[config.mk]
export PLATFORM = sky130hd
export DESIGN_NAME = aop_port
export DESIGN_NICKNAME = d
export VERILOG_FILES = /design/src/aop_port.v /design/src/aop_buf.v
export VERILOG_INCLUDE_DIRS = /design/src
export SDC_FILE = /design/constraint.sdc
export NUM_CORES = 1
export LEC_CHECK = 0
export BUFFER_PORTS_ARGS = -buffer_cell sky130_fd_sc_hd__buf_2
export CAP_MARGIN = 5
export CORE_MARGIN = 8
export CORE_UTILIZATION = 50
export DETAILED_ROUTE_END_ITERATION = 8
export GPL_TIMING_DRIVEN = 1
export PLACE_DENSITY_LB_ADDON = 0.2
export RECOVER_POWER = 50
export SLEW_MARGIN = 20
export SYNTH_ARGS = -nofsm -noshare
export SYNTH_HDL_FRONTEND = slang
export SYNTH_HIERARCHICAL = 1
export SYNTH_SLANG_ARGS = --single-unit
[constraint.sdc]
create_clock -name I_CLK -period 4.7 [get_ports I_CLK]
set_input_delay 0.94 -clock I_CLK [delete_from_list [all_inputs] [get_ports I_CLK]]
set_output_delay 0.94 -clock I_CLK [all_outputs]
set_load 0.1 [all_outputs]
[src/aop_defs.vh]
// constants for the converter result output port
`ifndef AOP_DEFS_VH
`define AOP_DEFS_VH

// ----------------------------------------------------------------
// widths
// ----------------------------------------------------------------
`define AOP_RES_W 16
`define AOP_WORD_W 32
`define AOP_BUF_DEPTH 2
`define AOP_WORD_BITS 6'h20

// ----------------------------------------------------------------
// timing
// ----------------------------------------------------------------
`define AOP_CLK_NS 25
`define AOP_SCLK_MIN_NS_0 25
`define AOP_SCLK_MIN_NS_1 50
`define AOP_SCLK_MIN_NS_2 100
`define AOP_SCLK_MIN_NS_3 200

// ----------------------------------------------------------------
// data bus pin positions in serial mode
// ----------------------------------------------------------------
`define AOP_PIN_DIV_LO 2
`define AOP_PIN_DIV_HI 3
`define AOP_PIN_CLK_SRC 4
`define AOP_PIN_FSYNC_POL 5
`define AOP_PIN_SCLK_INV 6
`define AOP_PIN_READ_MODE_OR_CHAIN_IN 7
`define AOP_PIN_SERIAL_DATA_OUT 8
`define AOP_PIN_SCLK 9
`define AOP_PIN_FSYNC 10
`define AOP_PIN_RDERR 11

// ----------------------------------------------------------------
// reset values
// ----------------------------------------------------------------
`define AOP_OE_RESET 16'h0000
`define AOP_WORD_RESET 32'h00000000

`endif

[src/aop_port.v]
// result output port: parallel bus or serial master/slave port
`timescale 1ns/1ps
`default_nettype none
`include "aop_defs.vh"

// Notes on behaviour
// - parallel bus shows channel B when order input low, channel A when high.
// - serial order is A then B when order high, B then A when low.
// - low power select high picks the reduced power conversion mode.
// - serial select low drives parallel bus; high turns pins into serial port.
// - in serial mode the two lowest data bits float.
// - in parallel mode pins 2 to 7 drive the matching result bits.
// - master read-after-convert slows the internal clock by the divider pins.
// - all other serial modes ignore the divider pins.
// - clock source low makes the device drive the serial clock out.
// - clock source high takes the host clock; data follows that clock.
// - master frame sync is active high when polarity low, else active low.
// - clock invert flips the serial clock sense in master and slave.
// - slave mode passes chain input to data out after 32 clocks.
// - master with read mode high shifts previous result during conversion.
// - master with read mode low shifts only after conversion completes.
// - both results sit in a 32-bit shifter, sent MSB first.
// - slave updates data on rising clock edge, falling edge when inverted.
// - frame sync active during master read, pulsed inactive after first channel.
// - divider codes give minimum clock periods 25, 50, 100, 200 ns.
module aop_port (
	input wire I_CLK, // system clock, 40 MHz
	input wire I_RSTN, // async reset, active low
	input wire I_SERIAL_PARALLEL_SELECT_SEL, // serial_parallel_select pin
	input wire I_CH_ORDER_SEL, // channel_order_select pin
	input wire I_LOW_POWER_SEL, // low_power_select pin
	input wire [15:0] I_D, // data bus pin levels
	output wire [15:0] O_D, // data bus pin drive
	output wire [15:0] O_D_OE, // data bus output enables
	input wire I_RES_VALID, // conversion result offered
	input wire [`AOP_RES_W-1:0] I_RES_A, // channel A result
	input wire [`AOP_RES_W-1:0] I_RES_B, // channel B result
	output wire O_RES_READY, // result accepted
	input wire I_CONV_BUSY, // conversion in progress
	output wire O_LOW_POWER // reduced power mode to engine
);

// ----------------------------------------------------------------
// states and helpers
// ----------------------------------------------------------------
localparam ST_IDLE = 2'b01;
localparam ST_SHIFT = 2'b10;

function [3:0] half_cycles;
	input [1:0] code;
	integer ns;
	integer c;
	begin
		case (code)
			2'h0: ns = `AOP_SCLK_MIN_NS_0;
			2'h1: ns = `AOP_SCLK_MIN_NS_1;
			2'h2: ns = `AOP_SCLK_MIN_NS_2;
			default: ns = `AOP_SCLK_MIN_NS_3;
		endcase
		c = (ns + 2 * `AOP_CLK_NS - 1) / (2 * `AOP_CLK_NS);
		if (c < 1) begin
			c = 1;
		end
		half_cycles = c[3:0];
	end
endfunction

// channel that leaves first: A when the order pin is high, else B
function [`AOP_RES_W-1:0] lead_result;
	input sel;
	input [`AOP_WORD_W-1:0] w;
	begin
		if (sel) begin
			lead_result = w[`AOP_WORD_W-1:`AOP_RES_W];
		end else begin
			lead_result = w[`AOP_RES_W-1:0];
		end
	end
endfunction

// channel that follows the lead one in a serial read
function [`AOP_RES_W-1:0] trail_result;
	input sel;
	input [`AOP_WORD_W-1:0] w;
	begin
		if (sel) begin
			trail_result = w[`AOP_RES_W-1:0];
		end else begin
			trail_result = w[`AOP_WORD_W-1:`AOP_RES_W];
		end
	end
endfunction

// ----------------------------------------------------------------
// pin synchronisers
// ----------------------------------------------------------------
reg [18:0] meta_q;
reg [18:0] pin_q;
reg ext_sclk_prev_q;

always @(posedge I_CLK or negedge I_RSTN) begin
	if (!I_RSTN) begin
		meta_q <= 19'h00000;
		pin_q <= 19'h00000;
		ext_sclk_prev_q <= 1'b0;
	end else begin
		meta_q <= {I_LOW_POWER_SEL, I_CH_ORDER_SEL, I_SERIAL_PARALLEL_SELECT_SEL, I_D};
		pin_q <= meta_q;
		ext_sclk_prev_q <= pin_q[`AOP_PIN_SCLK];
	end
end

wire ser_mode = pin_q[16];
wire ch_order = pin_q[17];
wire low_power = pin_q[18];
wire clk_src_ext = pin_q[`AOP_PIN_CLK_SRC];
wire fsync_pol = pin_q[`AOP_PIN_FSYNC_POL];
wire sclk_inv = pin_q[`AOP_PIN_SCLK_INV];
wire read_mode_or_chain_in = pin_q[`AOP_PIN_READ_MODE_OR_CHAIN_IN];
wire [1:0] div_code = pin_q[`AOP_PIN_DIV_HI:`AOP_PIN_DIV_LO];
wire ext_sclk = pin_q[`AOP_PIN_SCLK];

// ----------------------------------------------------------------
// result buffer
// ----------------------------------------------------------------
wire [`AOP_WORD_W-1:0] in_word;
wire buf_valid;
wire [`AOP_WORD_W-1:0] buf_word;
wire buf_pop;

assign in_word = {I_RES_A, I_RES_B};

aop_buf u_buf (
	.i_clk(I_CLK),
	.i_rstn(I_RSTN),
	.i_in_valid(I_RES_VALID),
	.i_in_data(in_word),
	.o_in_ready(O_RES_READY),
	.o_out_valid(buf_valid),
	.o_out_data(buf_word),
	.i_out_ready(buf_pop)
);

// ----------------------------------------------------------------
// serial engine
// ----------------------------------------------------------------
reg [1:0] st_q;
reg [1:0] st_d;
reg [`AOP_WORD_W-1:0] sh_q;
reg [`AOP_WORD_W-1:0] sh_d;
reg [5:0] bit_q;
reg [5:0] bit_d;
reg [3:0] div_q;
reg [3:0] div_d;
reg sclk_q;
reg sclk_d;
reg [`AOP_WORD_W-1:0] par_q;
reg [`AOP_WORD_W-1:0] par_d;
reg load;
reg fsync_act;

wire master = ser_mode && !clk_src_ext;
wire slave = ser_mode && clk_src_ext;
wire [3:0] half = (master && !read_mode_or_chain_in) ? half_cycles(div_code) : half_cycles(2'h0);
wire start_ok = read_mode_or_chain_in ? 1'b1 : !I_CONV_BUSY;
wire ext_rise = ext_sclk && !ext_sclk_prev_q;
wire ext_fall = !ext_sclk && ext_sclk_prev_q;
wire ext_active = sclk_inv ? ext_fall : ext_rise;
wire [`AOP_WORD_W-1:0] ordered = {lead_result(ch_order, buf_word), trail_result(ch_order, buf_word)};

assign buf_pop = load;

always @* begin
	st_d = st_q;
	sh_d = sh_q;
	bit_d = bit_q;
	div_d = div_q;
	sclk_d = sclk_q;
	par_d = par_q;
	load = 1'b0;
	if (!ser_mode) begin
		st_d = ST_IDLE;
		sclk_d = 1'b0;
		if (buf_valid) begin
			load = 1'b1;
			par_d = buf_word;
		end
	end else begin
		case (st_q)
			ST_IDLE: begin
				sclk_d = 1'b0;
				div_d = 4'h0;
				if (buf_valid && (slave || start_ok)) begin
					load = 1'b1;
					sh_d = ordered;
					bit_d = 6'h00;
					st_d = ST_SHIFT;
				end
			end
			ST_SHIFT: begin
				if (slave) begin
					if (ext_active) begin
						sh_d = {sh_q[`AOP_WORD_W-2:0], read_mode_or_chain_in};
						if (bit_q != `AOP_WORD_BITS) begin
							bit_d = bit_q + 6'h01;
						end
					end else if (buf_valid && bit_q == `AOP_WORD_BITS) begin
						load = 1'b1;
						sh_d = ordered;
						bit_d = 6'h00;
					end
				end else begin
					if (div_q + 4'h1 >= half) begin
						div_d = 4'h0;
						sclk_d = ~sclk_q;
						if (sclk_q) begin
							sh_d = {sh_q[`AOP_WORD_W-2:0], 1'b0};
							bit_d = bit_q + 6'h01;
							if (bit_q + 6'h01 == `AOP_WORD_BITS) begin
								st_d = ST_IDLE;
							end
						end
					end else begin
						div_d = div_q + 4'h1;
					end
				end
			end
			default: begin
				st_d = ST_IDLE;
			end
		endcase
	end
end

always @(posedge I_CLK or negedge I_RSTN) begin
	if (!I_RSTN) begin
		st_q <= ST_IDLE;
		sh_q <= `AOP_WORD_RESET;
		bit_q <= 6'h00;
		div_q <= 4'h0;
		sclk_q <= 1'b0;
		par_q <= `AOP_WORD_RESET;
	end else begin
		st_q <= st_d;
		sh_q <= sh_d;
		bit_q <= bit_d;
		div_q <= div_d;
		sclk_q <= sclk_d;
		par_q <= par_d;
	end
end

// ----------------------------------------------------------------
// frame sync: active over a master read, one inactive gap at bit 16
// ----------------------------------------------------------------
always @* begin
	fsync_act = (st_q == ST_SHIFT) && master;
	if (bit_q == 6'h10 && !sclk_q) begin
		fsync_act = 1'b0;
	end
end

// ----------------------------------------------------------------
// pin drive
// ----------------------------------------------------------------
reg [15:0] d_q;
reg [15:0] oe_q;
reg low_power_q;

always @(posedge I_CLK or negedge I_RSTN) begin
	if (!I_RSTN) begin
		d_q <= 16'h0000;
		oe_q <= `AOP_OE_RESET;
		low_power_q <= 1'b0;
	end else begin
		low_power_q <= low_power;
		if (!ser_mode) begin
			d_q <= lead_result(ch_order, par_q);
			oe_q <= 16'hFFFF;
		end else begin
			d_q <= 16'h0000;
			d_q[`AOP_PIN_SERIAL_DATA_OUT] <= sh_d[`AOP_WORD_W-1];
			d_q[`AOP_PIN_SCLK] <= sclk_d ^ sclk_inv;
			d_q[`AOP_PIN_FSYNC] <= fsync_act ^ fsync_pol;
			oe_q <= 16'h0000;
			oe_q[`AOP_PIN_SERIAL_DATA_OUT] <= 1'b1;
			oe_q[`AOP_PIN_SCLK] <= master;
			oe_q[`AOP_PIN_FSYNC] <= 1'b1;
			oe_q[`AOP_PIN_RDERR] <= 1'b1;
		end
	end
end

assign O_D = d_q;
assign O_D_OE = oe_q;
assign O_LOW_POWER = low_power_q;

endmodule // aop_port
`default_nettype wire

[src/aop_buf.v]
// two-entry result buffer with valid/ready on both sides
`timescale 1ns/1ps
`default_nettype none
`include "aop_defs.vh"

module aop_buf (
	input wire i_clk, // system clock
	input wire i_rstn, // async reset, active low
	input wire i_in_valid, // word offered
	input wire [`AOP_WORD_W-1:0] i_in_data, // offered word
	output wire o_in_ready, // space free
	output wire o_out_valid, // word held
	output wire [`AOP_WORD_W-1:0] o_out_data, // oldest word
	input wire i_out_ready // drain accepts
);

reg [`AOP_WORD_W-1:0] mem [0:`AOP_BUF_DEPTH-1];
reg wr_q;
reg rd_q;
reg [1:0] cnt_q;
wire push;
wire pop;

assign o_in_ready = (cnt_q != 2'h2);
assign o_out_valid = (cnt_q != 2'h0);
assign o_out_data = mem[rd_q];
assign push = i_in_valid && o_in_ready;
assign pop = o_out_valid && i_out_ready;

always @(posedge i_clk) begin
	if (push) begin
		mem[wr_q] <= i_in_data;
	end
end

always @(posedge i_clk or negedge i_rstn) begin
	if (!i_rstn) begin
		wr_q <= 1'b0;
		rd_q <= 1'b0;
		cnt_q <= 2'h0;
	end else begin
		if (push) begin
			wr_q <= ~wr_q;
		end
		if (pop) begin
			rd_q <= ~rd_q;
		end
		if (push && !pop) begin
			cnt_q <= cnt_q + 2'h1;
		end else if (pop && !push) begin
			cnt_q <= cnt_q - 2'h1;
		end
	end
end

endmodule // aop_buf
`default_nettype wire

After elaboration in Yosys (flattened, before gate mapping)
Memory sizes are Yosys's and may differ from the RTL's.
Index checks and enable logic that the tools add are counted.
- register bits: 153
- logic and storage cells: 135
- memories kept: 1
- input bits: 55
- ROM bits: 0
- bits in latches: 0
- output and inout port bits: 34
- RAM bits: 64
- memory list (name ; depth ; width ; rd ports ; clocked after Yosys merged registers in ; write ports ; line ; source):
    u_buf.mem ; 2 ; 32 ; 1 ; 0 ; 1 ; aop_buf.v:17 ; reg [`AOP_WORD_W-1:0] mem [0:`AOP_BUF_DEPTH-1];
- muxes and demuxes: 52
- shift-type cells: 0
- add/subtract/negate cells: 6
- equal/unequal tests: 20
- multiply operators: 0
- bitwise logic cells: 6
- div/mod/pow operators: 1
- magnitude comparators: 2
- reductions and logical operators: 31
- operator list (operator ; number):
    $mux 32 ; 7
    $mux 16 ; 5
    $pmux 32 s2 ; 1
    $mux 6 ; 7
    $add 32x7->32 const B ; 1
    $div 32x7->32 const B ; 1
    $lt 32x2->1 const B ; 1
    $sub 32x2->32 const B ; 1
    $pmux 8 s3 ; 1
    $ne 3x3->1 const B ; 7
    $mux 2 ; 8
    $mux 4 ; 4
    $mux 1 ; 14
    $logic_and 1x1->1 ; 13
    $eq 6x6->1 const B ; 2
    $pmux 6 s2 ; 1
    $logic_not 1->1 ; 8
    $ne 4x4->1 const B ; 2
    $pmux 4 s2 ; 1
    $reduce_and 7->1 ; 1
    $add 6x1->6 const B ; 1
    $eq 6x5->1 const B ; 1
    $ne 2x2->1 const B ; 3
    $ne 6x6->1 const B ; 1
    17 further kinds ; 26

Logic depth before layout (Yosys ltp)
Gate-level depths: netlist of run 1.
- word-level depth: 15
- mapped depth: 13
- depth with buffers taken out: 12

Hierarchy
Netlist of run 1, hierarchy kept.
- modules (own cells, without submodules) (module ; area each (um^2) ; seq. area each (um^2) ; instances ; cells each):
    aop_port ; 6053.3 ; 2954.1 ; 1 ; 542
    aop_buf ; 2658.8 ; 2021.9 ; 1 ; 118

Worst setup path after synthesis of run 1
No wires, ideal clock.
- path kind: register to register
- start point: reg u_buf.cnt_q[0]
- end point: mem u_buf/mem[0][0] (netlist name), enable pin
- arrival time: 2842 ps
- stages on the path, launching flop included: 4
- period minus slack after synthesis: 3264 ps
- slack: 1436 ps
- required time: 4279 ps
- setup time: 421 ps
- buffers on the path: 0
- path through: dfrtp_1 -> nand2b_1 -> nand2_1 -> nor2_1
- longest elaborated chain between the ends: 4
- ends and longest elaborated chain (item ; line ; source):
    start, declared ; aop_buf.v:20 ; reg [1:0] cnt_q;
    start signal, assigned ; aop_buf.v:49 ; cnt_q <= cnt_q + 2'h1;
    start signal, assigned ; aop_buf.v:51 ; cnt_q <= cnt_q - 2'h1;
    $ne 2x2->1 ; aop_buf.v:24 ; assign o_in_ready = (cnt_q != 2'h2);
    via O_RES_READY ; aop_port.v:38 ; output wire O_RES_READY,
    $logic_and 1x1->1 ; aop_buf.v:27 ; assign push = i_in_valid && o_in_ready;
    $mux 1 ; aop_buf.v:31 ; if (push) begin
    $mux 1 (not written as such) ; aop_buf.v:32 ; mem[wr_q] <= i_in_data;
    end, declared ; aop_buf.v:17 ;
The timed path passes the listed nets, and every way through them passes these cells.

Worst setup path after layout of run 1
- start point: reg pin_q[16]
- end point: reg sh_q[0]
- longest elaborated chain between the ends: 6
- elaborated cells between the ends (all ways): 14
- classes of those cells: 1 x order compare; 4 x eq/ne; 3 x mux; 6 x reduce/logical
- ends and longest elaborated chain (item ; line ; source):
    start, declared ; aop_port.v:98 ; reg [18:0] pin_q;
    start signal, assigned ; aop_port.v:108 ; pin_q <= meta_q;
    $logic_and 1x1->1 ; aop_port.v:162 ; wire master = ser_mode && !clk_src_ext;
    $logic_and 1x1->1 ; aop_port.v:164 ; wire [3:0] half = (master && !read_mode_or_chain_in) ? half_cycles(div_code) : half_cycles(2'h0);
    $mux 4 ; aop_port.v:164 ;
    $ge 4x4->1 ; aop_port.v:213 ; if (div_q + 4'h1 >= half) begin
    $ne 3x3->1 (no source line) ; n/a ;
    $reduce_and 6->1 (no source line) ; n/a ;
    end signal, assigned ; aop_port.v:238 ; sh_q <= `AOP_WORD_RESET;
    end, declared ; aop_port.v:149 ; reg [`AOP_WORD_W-1:0] sh_q;
Several ways; a longest one is shown, not always the timed one.
A chain may end at the register's enable or synchronous reset.

==> impl_metrics.yaml, run 1 <==
sta:
  worstMarginPinSlew_ns: 1.87
  rsz0062_at_grt: "no"
  setup_viol: 0
  fin_tns_setup_ns: 0
  holdWs_ns: 0.354
  hold_violations: 0
  final_max_slew_viol_count: 109
  relSlewSlack_pct: -24.8
  fin_crit_ns: 3.84
  clock_skew_ns: 0.00915
  fmax_mhz: 261
  fin_crit_sh_pct: 81.6
floorplanning:
  dieHeight_um: 148
  die_w_um: 148
  ioPinCount: 89
  rows: 48
  core_um2: 17200
  fp.dieArea_um2: 21900
  initial_core_util_pct: 50.7
synth:
  syn_inst: 660
  yosysTopAreaCellShare_pct: 34.8
  synth_edf_count: 64
  syn_area_per_cell_um2: 13.2
  syn_nets: 733
  ys.flop_type: "dfrtp_1"
  yosys-top-cells-count: "dfrtp_1 (121), mux2_2 (66), edfxtp_1 (64)"
  ys_seq_elements: 186
  yosys_warnings: 6
  yosys.cell_types.count: 64
  synth_top_area_cell: "dfrtp_1"
  synthArstFlopShare_pct: 65.6
  synth.most_common_cell: "dfrtp_1"
  synth.area.top_cells: "dfrtp_1 (35%), edfxtp_1 (22%), mux2_2 (8.5%)"
  netlist_area_um2: 8710
  ys_seq_area_share_pct: 57.1
critical_path:
  critPathTopFamily: "compound AO/OA/AOI/OAI gates"
  endpoint_kind: "flop"
  cp-start-kind: "flop"
  arrival_ns: 4.15
  r2r_end: "sh_q[0]"
  path_class: "flop to flop"
  rr_worst_depth: 10
  worstReg2RegStart: "pin_q[16]"
  path_buf_inv: 1
  worstPathRequired_ns: 5.02
  cpMaxStageDelayCell: "a211o_1"
  cp_cell_sequence: "inv_1, nor3_1, nand2_1, or4b_1, ha_1, a21oi_1, o211ai_2, o211ai_4, a211o_1, mux2_1"
  ff2ff_setup_slack_ns: 0.86
  max_stage_delay_ns: 0.86
  critical_path_peak_fanout: 31
  setup.worst_path.start: "pin_q[16]"
clocking:
  cts_root_buf: "clkbuf_16"
  clk_latency_ns: 0.43
  cts_made_buffers: 17
  htree_levels: 4
  numClockSinks: 186
  clockBufferDepth: 2
  cts_resized: 0
  cts_tree: "built"
  ctsHoldBuffers: 0
  post_cts_buffers: 0
  cts.clk_slew.worst_paths_ns: 0.07
route:
  highest_layer: "met4"
  remaining_drc_errors: 0
  viasPerCell: 5.82
  wl_per_cell_um: 18.7
  vias: 5568
  drt_wl_total_um: 17900
  wl_met2_um: 8610
  met1Wirelength_um: 8110
  met3WireLength_um: 853
  ant_nets: 0
  drt_iter0_drc: 380
  drtPass1Iterations: 5
layout:
  drive_gt1_share_pct: 30.0
  postLayoutCellArea_um2: 9740
  antennaDiodeCount: 0
  fin_nets: 791
  layout-area-overhead-vs-synth_pct: 11.8
  finalNonFillerCells: 956
global_routing:
  grt_max_degree: 76
  overflow: 0
  first_global_vias: 5761
  antenna_found_initial: 0
  grt_pass1_wl_um: 29500
  grtUsageTotal_pct: 16.9
worst_hold_path:
  min-delay-start: "meta_q[3]"
  whs_path_depth: 0
  min_to: "pin_q[3]"
  min_path_type: "flop to flop"
power_and_ir_drop:
  finalPower_mw: 5.95
  leakage_nw: 4.08
  peakVddDrop_mv: 0.410
  powerDensity_nw_per_um2: 611
place:
  portBuffers: 79
  placed_cell_area_um2: 9160
  hpwl_um: 11800
  gp_congestion: 0.835
  dp_cells: 924
job:
  drv_cap: 2
status:
  violations: "capacitance limit, slew limit"
  run_status: "complete, but fails checks"
area by class of cell:
| cell class | count | area [µm²] |
|---|---|---|
| Clock buffer | 17 | 425 |
| Clock inverter | 15 | 176 |
| Fill cell | 1440 | 7430 |
| Inverter | 13 | 48.8 |
| Multi-Input combinational cell | 410 | 3370 |
| Sequential cell | 186 | 4980 |
| Tap cell | 225 | 282 |
| Timing Repair Buffer | 90 | 462 |
sequential cells by signal, indices dropped and copies added, names as in the netlist, 3 cells and up:
| register | flops |
|---|---|
| O_D | 16 |
| O_D_OE | 3 |
| bit_q | 6 |
| div_q | 4 |
| meta_q | 10 |
| par_q | 32 |
| pin_q | 10 |
| sh_q | 32 |
| u_buf/mem | 64 |
cells by family after synthesis:
| logic type | after synthesis | share of synthesized area (%) |
|---|---|---|
| AND/OR/NAND/NOR | 124 | 7.05 |
| adder cells (fa/ha/maj) | 18 | 2.59 |
| XOR/XNOR | 8 | 0.804 |
| buffers and inverters | 64 | 4.32 |
| multiplexers | 115 | 15.8 |
| flip-flops | 186 | 57.1 |
| other | 1 | 0.0430 |
| AO/OA/AOI/OAI | 144 | 12.2 |
placed cells by master (no fill, tap or decap), types with 4 or more instances in the layout:
cell type  Yosys  routed
mux2_4        29      29
buf_2          4      68
edfxtp_1      64      64
nor2_1        23      22
a21oi_1       10      10
mux2_2        66      66
nor3_1         6       5
o21ai_0       40      40
clkinv_8       0       6
xor2_1         4       4
nand2b_1       4       4
o21a_1         4       4
nand2_1       53      53
a211oi_1      31      31
clkbuf_16      0      17
inv_1         11      12
mux2i_1       19      19
nand4_1        4       4
a221o_1       32      32
buf_4         14      10
nand3_1        7       7
clkbuf_1      22      11
ha_1          18      18
xnor2_1        4       4
dfrtp_1      121     120
worst max path at each step:
| stage | to | slack, ns | cells past startpoint |
|---|---|---|---|
| floorplan | u_buf/mem[0][0] | 1.44 | 3 |
| global placement | sh_q[0] | 1.01 | 9 |
| detailed placement | sh_q[0] | 0.91 | 9 |
| CTS | sh_q[0] | 0.89 | 9 |
| global route | sh_q[0] | 0.57 | 10 |
| finish | sh_q[0] | 0.86 | 10 |
report_power, final:
group          leakage [nW]  switching (mW)  internal, mW
Clock                 0.289           0.698         0.716
Sequential             2.10           0.286          2.17
Combinational          1.69            1.23         0.849
Total                  4.08            2.22          3.74
through the flow:
step,utilization [%],setup WS (ns)
2_1_floorplan,-,1.44
3_3_place_gp,53.3,1.01
3_5_place_dp,53.3,0.913
4_1_cts,56.8,0.886
5_1_grt,56.7,0.573
6_report,56.7,0.864
metal layers:
| metal | up-vias | track usage [%] |
|---|---|---|
| li1 | 2580 | - |
| met1 | 2836 | 22.2 |
| met2 | 130 | 26.3 |
| met3 | 22 | 4.34 |
| met4 | 0 | 6.73 |
| met5 | - | 0 |
No activity file was read; power rests on OpenSTA's default activity.
==> run 2, diff against run 1 <==
clock period = 3.5 ns   (was 4.7 ns; I/O delays follow)
==> run 2 against run 1 <==
  * The flow still finishes with violations (capacitance limit, slew limit)
  * Global-route usage fell by 0.15 points
  * Cell area rose by 0.53%
  * Clock skew rose by 0.0012 ns
  * Sequential power rose by 33%
  * Clock power rose by 36%
  * Critical path type unchanged
==> impl_metrics.yaml, run 2 (synthesized netlist as in run 1, its figures left out) <==
route:
  ant_nets: 0
  drtPass1Iterations: 5
  wl_per_cell_um: 18.9
  viasPerCell: 5.83
  highest_layer: "met4"
  met1Wirelength_um: 8180
  wl_met2_um: 8600
  drt_iter0_drc: 386
  vias: 5618
  drt_wl_total_um: 18200
  met3WireLength_um: 1050
  remaining_drc_errors: 0
floorplanning:
  die_w_um: 148
  initial_core_util_pct: 50.7
  rows: 48
  fp.dieArea_um2: 21900
  ioPinCount: 89
  core_um2: 17200
  dieHeight_um: 148
sta:
  final_max_slew_viol_count: 65
  fin_crit_sh_pct: 97.9
  fin_crit_ns: 3.43
  fin_tns_setup_ns: 0
  setup_viol: 0
  relSlewSlack_pct: -15.7
  fmax_mhz: 292
  worstMarginPinSlew_ns: 1.74
  hold_violations: 0
  clock_skew_ns: 0.0104
layout:
  regMostFlops: "u_buf/mem"
  antennaDiodeCount: 0
  layout-area-overhead-vs-synth_pct: 12.4
  postLayoutCellArea_um2: 9800
  fin_nets: 798
  largest_reg_flops: 64
  top_regs: "u_buf/mem: 64 flops, par_q: 32 flops, sh_q: 32 flops"
  final_common_cell: "dfrtp_1"
  final_cell_mix: "dfrtp_1 (120), mux2_2 (66), buf_2 (65), edfxtp_1 (64), nand2_1 (53)"
  drive_gt1_share_pct: 30.4
  n_fill_cell: 1425
critical_path:
  arrival_ns: 3.74
  cp-start-kind: "flop"
  rr_worst_depth: 11
  worstReg2RegStart: "pin_q[16]"
  path_buf_inv: 2
  critPathTopFamily: "compound AO/OA/AOI/OAI gates"
  r2r_end: "sh_q[9]"
  critical_path_peak_fanout: 31
  ff2ff_setup_slack_ns: 0.07
  path_class: "flop to flop"
  cp_cell_sequence: "inv_2, nor3_1, nand2_1, or4b_1, ha_1, o211ai_1, o211ai_2, o211ai_4, a211o_1, buf_6, a221o_1"
  max_stage_delay_ns: 0.54
  endpoint_kind: "flop"
  worstPathRequired_ns: 3.81
  cpMaxStageDelayCell: "or4b_1"
global_routing:
  grtUsageTotal_pct: 16.8
  overflow: 0
  grt_pass1_wl_um: 29200
  antenna_found_initial: 0
  grt_max_degree: 66
  first_global_vias: 5785
clocking:
  clk_latency_ns: 0.43
  ctsHoldBuffers: 0
  cts_tree: "built"
  cts_root_buf: "clkbuf_16"
  numClockSinks: 186
  cts_made_buffers: 17
  cts.clk_slew.worst_paths_ns: 0.07
  htree_levels: 4
  clockBufferDepth: 2
power_and_ir_drop:
  power.internal_mw: 5.10
  switchingPower_mw: 2.96
  clockPowerShare_pct: 23.9
  pwr-share-seq_pct: 40.7
  p_sw_share_pct: 36.7
  powerDensity_nw_per_um2: 823
  leakage_nw: 4.10
  peakVddDrop_mv: 0.523
  pwr-share-comb_pct: 35.4
  finalPower_mw: 8.06
place:
  placed_cell_area_um2: 9220
  hpwl_um: 11900
  gp_congestion: 0.834
  portBuffers: 79
worst_hold_path:
  whs_path_depth: 0
  min_path_type: "flop to flop"
  min-delay-start: "meta_q[3]"
  min_to: "pin_q[3]"
status:
  run_status: "complete, but fails checks"
  violations: "capacitance limit, slew limit"
job:
  drv_cap: 1
-- run 2: cell types whose count changed in the layout (fill, tap and decap cells not counted), moves of 3 or more --
cell	delta
buf_2	-3
buf_4	+4
clkbuf_1	+4
clkinv_8	-6
inv_8	+3
-- run 2: power groups by stage --
stage	Sequential, mW	Clock, mW	Combinational, mW
3_5_place_dp	3.32	0	2.85
2_1_floorplan	3.58	0	2.00
6_report	3.28	1.92	2.85
4_1_cts	3.29	1.95	2.86
5_1_grt	3.34	2.03	3.08
3_3_place_gp	3.29	0	2.77
-- run 2: per-stage QoR --
step	setup WS [ns]	utilization (%)	std cells	hold slack [ns]
CTS	0.120	57.1	962	0.351
global route	-0.0852	57.0	963	0.351
floorplan	0.236	-	660	0.331
detailed placement	0.134	53.7	930	0.335
global placement	0.222	53.7	930	0.333
finish	0.0741	57.0	963	0.350
-- run 2: worst max path at each step --
| stage | startpoint | end | cells after the start |
|---|---|---|---|
| after CTS | pin_q[16] | sh_q[2] | 11 |
| final | pin_q[16] | sh_q[9] | 11 |
| after global placement | pin_q[16] | sh_q[27] | 11 |
| after global routing | pin_q[16] | sh_q[2] | 11 |
| after floorplan | u_buf/cnt_q[0] | u_buf/mem[0][0] | 3 |
| after detailed placement | pin_q[16] | sh_q[2] | 11 |
-- run 2: cell type report --
class / instances / area (µm²) / area share [%]
Multi-Input combinational cell: 410 / 3380 / 34.5
Sequential cell: 186 / 4980 / 50.8
Tap cell: 225 / 282 / 2.87
Inverter: 13 / 48.8 / 0.498
Clock buffer: 18 / 439 / 4.48
Clock inverter: 14 / 150 / 1.53
Timing Repair Buffer: 97 / 523 / 5.34
-- run 2: worst reg2reg max path: cells and delay by family (launching register included) --
family	cells	cell delay (ns)
buf+inv	2	0.23
compound gates	5	1.30
fa+ha+maj	1	0.31
simple gates	3	1.11
flops	1	0.36
-- run 2: repair_timing --
action | 4_1_cts | 5_1_grt
setup endpoints to repair | 0 | 31
resized for setup | 0 | 2
buffers inserted | 0 | 1
-- run 2: metal layers --
| metal | vias up | global-route usage (%) |
|---|---|---|
| li1 | 2595 | - |
| met1 | 2808 | 21.8 |
| met2 | 188 | 26.7 |
| met3 | 27 | 4.19 |
| met4 | 0 | 5.92 |
| met5 | - | 0 |
